**config.mk**
```make
export PLATFORM = sky130hd
export DESIGN_NAME = tsc_slot_bank
export DESIGN_NICKNAME = d
export VERILOG_FILES = /design/src/logic/tsc_pkg.sv /design/src/logic/tsc_slot_bank.sv
export SDC_FILE = /design/constraint.sdc
export NUM_CORES = 1
export LEC_CHECK = 0
export BUFFER_PORTS_ARGS = -buffer_cell sky130_fd_sc_hd__buf_2
export CAP_MARGIN = 20
export CORE_MARGIN = 2
export CORE_UTILIZATION = 50
export DETAILED_ROUTE_END_ITERATION = 12
export GPL_ROUTABILITY_DRIVEN = 1
export PLACE_DENSITY = 0.82
export SYNTH_ARGS = -nofsm -noshare
export SYNTH_HDL_FRONTEND = slang
export SYNTH_SLANG_ARGS = --single-unit
export TNS_END_PERCENT = 30
```
**constraint.sdc**
```tcl
create_clock -name clock -period 3.3 [get_ports clock]
set_clock_uncertainty 0.2 [all_clocks]
set_input_delay 0.66 -clock clock [delete_from_list [all_inputs] [get_ports clock]]
set_output_delay 0.66 -clock clock [all_outputs]
set_load 0.1 [all_outputs]
```
**src/logic/tsc_pkg.sv**
```systemverilog
// Purpose: constants for the serial-output slot configuration bank
// Assumes: APB slave, 32-bit data, printed offsets are register indices
// Notes: byte address is four times the index
// Summary of operation
// - Supply tracking resolution: 0=8 bits, 1=16
// - Voltage sense sent only when enabled
// - Voltage sense slot field, default slot 2
// - Current sense sent only when enabled
// - Current sense slot field, default slot 0
// - Monitor length: truncate 8 or justify 16
// - Monitor words sent only when enabled
// - Monitor slot field, default slot 4
// - 96k order: low, high, temp, marker
// - 192k order: each monitor item twice
// - Swap puts threshold one in bit 6, threshold two ORed with temperature in bit 5
// - Status byte sent only when enabled
// - Status slot field, default slot 8
// - Status bits 7,6,5: undervoltage, overcurrent, temperature
// - Status bit 4 brownout, bit 3 limiter
// - Bits 2,1,0: noise gate, high rail, active
// - Three-bit low-side overcurrent trim code
// - Three-bit interchip pin function, reserved codes
// - Unused bits drive zero or float
package tsc_pkg;
  localparam logic [7:0] IDX_VSENSE = 8'h0E;
  localparam logic [7:0] IDX_ISENSE = 8'h0F;
  localparam logic [7:0] IDX_MON = 8'h10;
  localparam logic [7:0] IDX_STAT = 8'h13;
  localparam logic [7:0] IDX_AUX = 8'h15;
  localparam logic [7:0] IDX_TXCTL = 8'h20;
  localparam logic [7:0] RST_VSENSE = 8'hC2;
  localparam logic [7:0] RST_ISENSE = 8'h40;
  localparam logic [7:0] RST_MON = 8'h04;
  localparam logic [7:0] RST_STAT = 8'h08;
  localparam logic [7:0] RST_AUX = 8'h00;
  localparam logic [7:0] RST_TXCTL = 8'h01;
  localparam logic [7:0] MASK_ISENSE = 8'h7F;
  localparam logic [7:0] MASK_AUX = 8'hFC;
  localparam int BIT_TOP = 7;
  localparam int BIT_EN = 6;
  localparam int TX_FILL_BIT = 0;
  localparam int TX_RATE_BIT = 1;
  localparam logic [5:0] SLOT_BITS = 6'h20;
  localparam logic [15:0] MARKER_WORD = 16'hA5A5;
  typedef enum logic [1:0] {
    TSC_MON_LOW = 2'b00,
    TSC_MON_HIGH = 2'b01,
    TSC_MON_TEMP = 2'b10,
    TSC_MON_MARK = 2'b11
  } tsc_mon_t;
endpackage : tsc_pkg

```
**src/logic/tsc_slot_bank.sv**
```systemverilog
// Purpose: slot configuration registers and serial output serializer
// Assumes: bit clock and frame sync sampled by the system clock
// Notes: 32-bit slots, launch on falling bit clock, frame starts on sync rise
`timescale 1ns/10ps
module tsc_slot_bank
  import tsc_pkg::*;
(
  input wire logic clock,
  input wire logic rstn,
  input wire logic psel,
  input wire logic penable,
  input wire logic pwrite,
  input wire logic [11:0] paddr,
  input wire logic [31:0] pwdata,
  output logic [31:0] prdata,
  output logic pready,
  output logic pslverr,
  input wire logic bit_clk,
  input wire logic frame_sync,
  input wire logic [15:0] voltage_sense_word,
  input wire logic [15:0] current_sense_word,
  input wire logic [11:0] low_rail_level,
  input wire logic [11:0] high_rail_level,
  input wire logic [11:0] temp_level,
  input wire logic high_rail_undervoltage,
  input wire logic overcurrent_flag,
  input wire logic over_temp_flag,
  input wire logic power_threshold_one,
  input wire logic power_threshold_two,
  input wire logic brownout_flag,
  input wire logic limiter_attenuating,
  input wire logic noise_gate_mode,
  input wire logic high_rail_connected,
  input wire logic device_active,
  output logic serial_out_line_o,
  output logic serial_out_line_oe_n,
  output logic supply_track_resolution,
  output logic [2:0] low_side_overcurrent_trim,
  output logic [2:0] interchip_pin_function
);
  logic [7:0] vsense_q, isense_q, mon_q, stat_q, aux_q, txctl_q;
  logic [31:0] prdata_q;
  logic bclk_s1_q, bclk_s2_q, bclk_s3_q, fs_s1_q, fs_s2_q, fs_s3_q;
  logic [4:0] bit_q;
  logic [5:0] slot_q;
  logic [1:0] mon_idx_q;
  logic mon_rep_q;
  logic sdo_q, sdo_oe_n_q;

  wire [9:0] word_idx = paddr[11:2];
  wire wr_go = psel && penable && pwrite;
  wire rd_go = psel && penable && !pwrite;
  wire hit_v = word_idx == {2'b00, IDX_VSENSE};
  wire hit_i = word_idx == {2'b00, IDX_ISENSE};
  wire hit_m = word_idx == {2'b00, IDX_MON};
  wire hit_s = word_idx == {2'b00, IDX_STAT};
  wire hit_a = word_idx == {2'b00, IDX_AUX};
  wire hit_t = word_idx == {2'b00, IDX_TXCTL};
  wire hit_any = hit_v || hit_i || hit_m || hit_s || hit_a || hit_t;
  wire [7:0] rd_mux = hit_v ? vsense_q : hit_i ? isense_q : hit_m ? mon_q :
                      hit_s ? stat_q : hit_a ? aux_q : hit_t ? txctl_q : 8'h00;

  // Zero wait state; unmapped words answer with an error
  assign pready = 1'b1;
  assign pslverr = psel && penable && !hit_any;
  assign prdata = prdata_q;

  always_ff @(posedge clock or negedge rstn) begin
    if (!rstn) begin
      vsense_q <= RST_VSENSE;
      isense_q <= RST_ISENSE;
      mon_q <= RST_MON;
      stat_q <= RST_STAT;
      aux_q <= RST_AUX;
      txctl_q <= RST_TXCTL;
    end else if (wr_go) begin
      if (hit_v) vsense_q <= pwdata[7:0];
      if (hit_i) isense_q <= pwdata[7:0] & MASK_ISENSE;
      if (hit_m) mon_q <= pwdata[7:0];
      if (hit_s) stat_q <= pwdata[7:0];
      if (hit_a) aux_q <= pwdata[7:0] & MASK_AUX;
      if (hit_t) txctl_q <= {6'h00, pwdata[1:0]};
    end
  end

  // Read data registered during setup so it is stable in the access phase
  always_ff @(posedge clock or negedge rstn) begin
    if (!rstn) prdata_q <= 32'h0000_0000;
    else if (psel && !penable && !pwrite) prdata_q <= {24'h000000, rd_mux};
  end

  assign supply_track_resolution = vsense_q[BIT_TOP];
  assign low_side_overcurrent_trim = aux_q[7:5];
  // Reserved codes fall back to buffers disabled, the safest pin state
  wire [2:0] icc_raw = aux_q[4:2];
  wire icc_ok = icc_raw == 3'h0 || icc_raw == 3'h2 || icc_raw == 3'h3 || icc_raw == 3'h4;
  assign interchip_pin_function = icc_ok ? icc_raw : 3'h2;

  // Link inputs: two flops; third bit clock flop finds edges, third sync
  // flop holds frame sync as seen at the last bit clock rise, because
  // sync settles well before the rise that opens the frame
  always_ff @(posedge clock or negedge rstn) begin
    if (!rstn) begin
      bclk_s1_q <= 1'b0;
      bclk_s2_q <= 1'b0;
      bclk_s3_q <= 1'b0;
      fs_s1_q <= 1'b0;
      fs_s2_q <= 1'b0;
      fs_s3_q <= 1'b0;
    end else begin
      bclk_s1_q <= bit_clk;
      bclk_s2_q <= bclk_s1_q;
      bclk_s3_q <= bclk_s2_q;
      fs_s1_q <= frame_sync;
      fs_s2_q <= fs_s1_q;
      if (bclk_s2_q && !bclk_s3_q) fs_s3_q <= fs_s2_q;
    end
  end

  wire bclk_rise = bclk_s2_q && !bclk_s3_q;
  wire bclk_fall = !bclk_s2_q && bclk_s3_q;
  wire fs_seen = fs_s2_q;

  // Status byte with optional threshold swap
  wire bit5 = stat_q[BIT_TOP] ? (power_threshold_two | over_temp_flag) : over_temp_flag;
  wire bit6 = stat_q[BIT_TOP] ? power_threshold_one : overcurrent_flag;
  wire [7:0] status_byte = {high_rail_undervoltage, bit6, bit5,
                            brownout_flag, limiter_attenuating,
                            noise_gate_mode, high_rail_connected, device_active};

  // Monitor stream selection
  wire [11:0] mon_raw = mon_idx_q == TSC_MON_LOW ? low_rail_level :
                        mon_idx_q == TSC_MON_HIGH ? high_rail_level :
                        mon_idx_q == TSC_MON_TEMP ? temp_level : MARKER_WORD[15:4];
  wire [15:0] mon_word = mon_idx_q == TSC_MON_MARK ? MARKER_WORD : {mon_raw, 4'h0};
  wire mon_long = mon_q[BIT_TOP];
  wire [4:0] mon_bits = mon_long ? 5'd16 : 5'd8;

  // Which source owns the current bit
  wire v_on = vsense_q[BIT_EN] && slot_q == vsense_q[5:0] && bit_q < 5'd16;
  wire i_on = isense_q[BIT_EN] && slot_q == isense_q[5:0] && bit_q < 5'd16;
  wire m_on = mon_q[BIT_EN] && slot_q == mon_q[5:0] && bit_q < mon_bits;
  wire s_on = stat_q[BIT_EN] && slot_q == stat_q[5:0] && bit_q < 5'd8;
  wire [3:0] b16 = 4'd15 - bit_q[3:0];
  wire [2:0] b8 = 3'd7 - bit_q[2:0];
  wire mon_bit = mon_long ? mon_word[b16] : mon_word[4'd8 + {1'b0, b8}];
  wire data_on = v_on || i_on || m_on || s_on;
  wire data_bit = v_on ? voltage_sense_word[b16] : i_on ? current_sense_word[b16] :
                  m_on ? mon_bit : status_byte[b8];
  wire fill_z = txctl_q[TX_FILL_BIT];
  wire rate_192 = txctl_q[TX_RATE_BIT];
  wire frame_end = bclk_rise && fs_seen && !fs_s3_q;

  always_ff @(posedge clock or negedge rstn) begin
    if (!rstn) begin
      bit_q <= 5'd0;
      slot_q <= 6'h00;
      mon_idx_q <= TSC_MON_LOW;
      mon_rep_q <= 1'b0;
    end else if (frame_end) begin
      bit_q <= 5'd0;
      slot_q <= 6'h00;
      if (mon_q[BIT_EN]) begin
        if (rate_192 && !mon_rep_q) begin
          mon_rep_q <= 1'b1;
        end else begin
          mon_rep_q <= 1'b0;
          mon_idx_q <= mon_idx_q + 2'd1;
        end
      end
    end else if (bclk_rise) begin
      bit_q <= bit_q + 5'd1;
      if (bit_q == 5'd31) slot_q <= slot_q + 6'h01;
    end
  end

  // Launch on falling bit clock; unused bits per fill setting
  always_ff @(posedge clock or negedge rstn) begin
    if (!rstn) begin
      sdo_q <= 1'b0;
      sdo_oe_n_q <= 1'b1;
    end else if (bclk_fall) begin
      sdo_q <= data_on ? data_bit : 1'b0;
      sdo_oe_n_q <= !data_on && fill_z;
    end
  end

  assign serial_out_line_o = sdo_q;
  assign serial_out_line_oe_n = sdo_oe_n_q;

  a_vsense_reset: assert property (@(posedge clock) $rose(rstn) |-> vsense_q == RST_VSENSE
    && isense_q == RST_ISENSE) else $error("sense reset wrong");
  a_status_slot_def: assert property (@(posedge clock) $rose(rstn) |-> stat_q[5:0] == 6'h08)
    else $error("status slot default wrong");
  a_mon_slot_def: assert property (@(posedge clock) $rose(rstn) |-> mon_q == RST_MON)
    else $error("monitor default wrong");
  a_res_out: assert property (@(posedge clock) disable iff (!rstn)
    supply_track_resolution == vsense_q[7]) else $error("resolution wrong");
  a_swap_bits: assert property (@(posedge clock) disable iff (!rstn)
    stat_q[7] |-> status_byte[6] == power_threshold_one) else $error("swap wrong");
  a_status_map: assert property (@(posedge clock) disable iff (!rstn)
    status_byte[4:0] == {brownout_flag, limiter_attenuating, noise_gate_mode,
    high_rail_connected, device_active}) else $error("status map wrong");
  a_fill_float: assert property (@(posedge clock) disable iff (!rstn)
    bclk_fall && !data_on && fill_z |=> serial_out_line_oe_n) else $error("fill wrong");
  a_drive_data: assert property (@(posedge clock) disable iff (!rstn)
    bclk_fall && s_on && !v_on && !i_on && !m_on |=> !serial_out_line_oe_n
    && serial_out_line_o == $past(status_byte[b8])) else $error("status bit wrong");
  a_icc_legal: assert property (@(posedge clock) disable iff (!rstn)
    interchip_pin_function != 3'h1 && interchip_pin_function < 3'h5)
    else $error("icc reserved code");
  a_trim_write: assert property (@(posedge clock) disable iff (!rstn)
    wr_go && hit_a |=> low_side_overcurrent_trim == $past(pwdata[7:5]))
    else $error("trim write lost");
  a_isense_top: assert property (@(posedge clock) disable iff (!rstn)
    !isense_q[7]) else $error("reserved bit set");
  a_fill_zero: assert property (@(posedge clock) disable iff (!rstn)
    bclk_fall && !data_on && !fill_z |=> !serial_out_line_oe_n && !serial_out_line_o)
    else $error("zero fill wrong");
  a_mon_repeat: assert property (@(posedge clock) disable iff (!rstn)
    frame_end && mon_q[BIT_EN] && rate_192 && !mon_rep_q |=> mon_rep_q
    && $stable(mon_idx_q)) else $error("monitor repeat wrong");
  a_mon_step: assert property (@(posedge clock) disable iff (!rstn)
    frame_end && mon_q[BIT_EN] && !rate_192 |=> mon_idx_q == $past(mon_idx_q) + 2'd1)
    else $error("monitor order wrong");
  a_vsense_bit: assert property (@(posedge clock) disable iff (!rstn)
    bclk_fall && v_on |=> !serial_out_line_oe_n
    && serial_out_line_o == $past(voltage_sense_word[b16])) else $error("voltage bit wrong");
  a_frame_restart: assert property (@(posedge clock) disable iff (!rstn)
    frame_end |=> bit_q == 5'h00 && slot_q == 6'h00) else $error("frame start wrong");
endmodule : tsc_slot_bank

```
==> metrics.md <==
| Metric | Value |
|---|---|
| CTS buffer count | 9 |
| H-Tree Depth | 3 |
| Final setup fails | 0 |
| Vias in the first global route | around 3700 |
| Peak supply drop | between 0.2 and 0.25 mV |
| Gr ovfl total | 0 |
| Port Buffers | between 100 and 150 |
| Die X | roughly 98 um |
| Final WL | between 10 and 15 mm |
| Crit path kind | in -> out |
| FF+latch count, synth | 69 |
| Post-CTS setup repair buffer count | 0 |
| # diodes | 0 |
| Via Count | approximately 3700 |
| DP Wirelength | around 8.4 mm |
| Most common cell after layout, fill and taps aside | buf_2 |
| Multiplexer share of the synthesized area | 19.0% |
| Fin. Hold Viols | 0 |
| Die footprint | ~0.0097 mm2 |
| Post-synth ARST share | 100% |
| GRT Util Overall | 22.9% |
| Yosys warns | 0 |
| Startpoint Class | input pin |
| CTS Buffer Depth | 2 |
| Post-Layout Cell Count | between 600 and 700 |
| Post-Synth Adder-Cell Area | under 10% |
| Commonest cells after routing, fill and taps aside | 120 x buf_2, 61 x dfrtp_1, 44 x mux2_2 |
| Setup TNS | 0 ns |
| Cell row count | 34 |
| Outcome | complete, no violations |
| Register area share after synthesis | about two fifths |
| Share of cells above drive strength 1 | roughly two fifths |
| Largest net degree at the start of global routing | 36 |
| Commonest register cell after synthesis | dfrtp_1 |
| Required @ worst endpoint | roughly 2.4 ns |
| Clock sinks | between 60 and 70 |
| Worst Hold Class | reg -> reg |
| Relative slew slack | between 40% and 50% |
| Drt via density | 5.66 |
| Post-Synthesis Cells | 430 |
| Combinational family with the most area after synthesis | multiplexers |
| Cell area power density | between 400 and 500 mW/mm2 |
| Place WS | around 0.14 ns |
| Mapped Area | ~0.0044 mm2 |
| Routed wire per std cell | between 15 and 20 um |
| Die H | between 90 and 100 um |
| Root buffer cell | clkbuf_8 |
| DP Cell Count | ~640 |
| Layout area overhead | 19.0% |
| Core ar. | slightly below 0.009 mm2 |
| Starting Density | between 50% and 60% |
| Least-Margin Pin Slew | slightly above 0.8 ns |
| XOR/XNOR Fraction of Synth Area | under 10% |
| Complex-gate fraction of the synthesized area | between 10% and 20% |
| Synth cell types | 58 |
| Initial antenna violation count | 0 |
| RSZ-0062 raised after global routing | false |
| Final Cycle Share | a little over nine tenths |
| DRT iter0 DRCs | ~220 |
| Max Clock Freq | between 0.3 and 0.4 GHz |
| Syn Area/Cell | a little over 10 um2 |
| Critical Path Sink Type | output port |
| Cts hold-fix bufs | 0 |
| WP data arrival | ~2.3 ns |
| I/O Pins | 172 |
| MaxCap Viol Count | 0 |
| DRT Pass-1 Iters | 5 |
| Crit path max fanout | 6 |
| CTS tree | built |
| Post-route DRC | 0 |
| Final setup margin | about 0.14 ns |
| Simple-gate share of the synthesized area | roughly 15% |
| Clk_lat worst skew | between 0.3 and 0.4 ns |
| Number of synthesized flops with an enable pin | 0 |
| Leak pwr | ~2.6 nW |
| # nets final | roughly 680 |
| Antenna-violating nets left | 0 |
| Post_cts resized | 0 |
| Clock-pin slew on the worst setup and hold paths | about 0.070 ns |
| First-pass GRT wire length | between 15 and 20 mm |
| Crit path time final | roughly 3.2 ns |
| Max-slew violation count | 0 |
| Final RePlAce weighted congestion | around 0.95 |
==> critical path: stages <==
cell and delay [ns]:
buf_2 0.09, or4_1 0.65, nor3_1 0.29, nor2_1 0.11, nand4_1 0.16, nor3_4 0.04
buf_2 0.29
==> cell families (layout without fill, tap and decap cells) <==
| kind of cell | after synthesis | count (layout) |
|---|---|---|
| compound gates | 68 | 68 |
| xor+xnor | 32 | 32 |
| flops | 69 | 69 |
| simple gates | 121 | 121 |
| buf+inv | 65 | 155 |
| mux | 65 | 65 |
| fa+ha+maj | 8 | 8 |
| other cells | 2 | 25 |
==> worst paths after layout <==
| kind | start | to | slack, ns | depth (start not counted) |
|---|---|---|---|---|
| max reg2reg | bit_q[1]$_DFFE_PN0P_ | serial_out_line_o$_DFFE_PN0P_ | 0.64 | 7 |
| max in group asynchronous | rstn | serial_out_line_oe_n$_DFFE_PN1P_ | 1.99 | 2 |
| min | fs_s1_q$_DFF_PN0_ | fs_s2_q$_DFF_PN0_ | 0.15 | 0 |
| min reg2reg | fs_s1_q$_DFF_PN0_ | fs_s2_q$_DFF_PN0_ | 0.15 | 0 |
| min in group asynchronous | rstn | aux_q[7]$_DFFE_PN0P_ | 0.19 | 1 |
| max | paddr[11] | pslverr | 0.14 | 7 |
==> metrics by stage <==
stage	power [W]	instance area (um2)	hold slack, ns	utilization, %
final	0.00236	5280	0.150	60.9
after global routing	0.00245	5280	0.174	60.9
after CTS	0.00236	5280	0.152	60.9
after detailed placement	0.00153	5040	0.135	58.0
after global placement	0.00151	5040	0.134	58.0
after floorplan	0.00140	4540	0.131	-
==> where the power goes <==
group	leakage (nW)	total [W]	internal, W	switching (W)
clock network	0.116	0.000842	0.000505	0.000337
logic	1.60	0.000578	0.000245	0.000332
registers	0.908	0.000936	0.000870	0.0000654
total	2.62	0.00236	0.00162	0.000734
==> layer usage <==
layer  GRT usage (%)  vias to the layer above  share of wire [%]
met5               0                        -                  0
met3            4.37                       22                5.8
li1                -                     1722                  -
met4            6.95                        0                1.8
met2            39.5                      145                 52
met1            29.4                     1796                 40
==> state kept, by name, summed over array words and instances (netlist names), 2 cells and up <==
name,cells
mon_idx_q,2
slot_q,6
prdata,8
aux_q,6
stat_q,8
bit_q,5
txctl_q,2
isense_q,7
vsense_q,8
mon_q,8
==> cell type report <==
type | count | area (um2)
Clock buffer | 9 | 124
Sequential cell | 69 | 1740
Multi-Input combinational cell | 319 | 2440
Inverter | 9 | 33.8
Tap cell | 108 | 135
Clock inverter | 7 | 123
Timing Repair Buffer | 130 | 688
Fill cell | 709 | 3390
==> synth_stat cells, types with 10 or more instances <==
library cell	n	area, um2
nor2_1	18	67.6
xnor2_1	13	114
mux4_2	11	248
nand2_1	36	135
o21ai_0	19	95.1
mux2_2	44	495
dfrtp_1	61	1530
buf_4	28	210
nand3_1	12	60.1
clkbuf_1	18	67.6
xor2_1	19	166
mux2i_1	10	100
No activity file was read; power rests on OpenSTA's default activity.
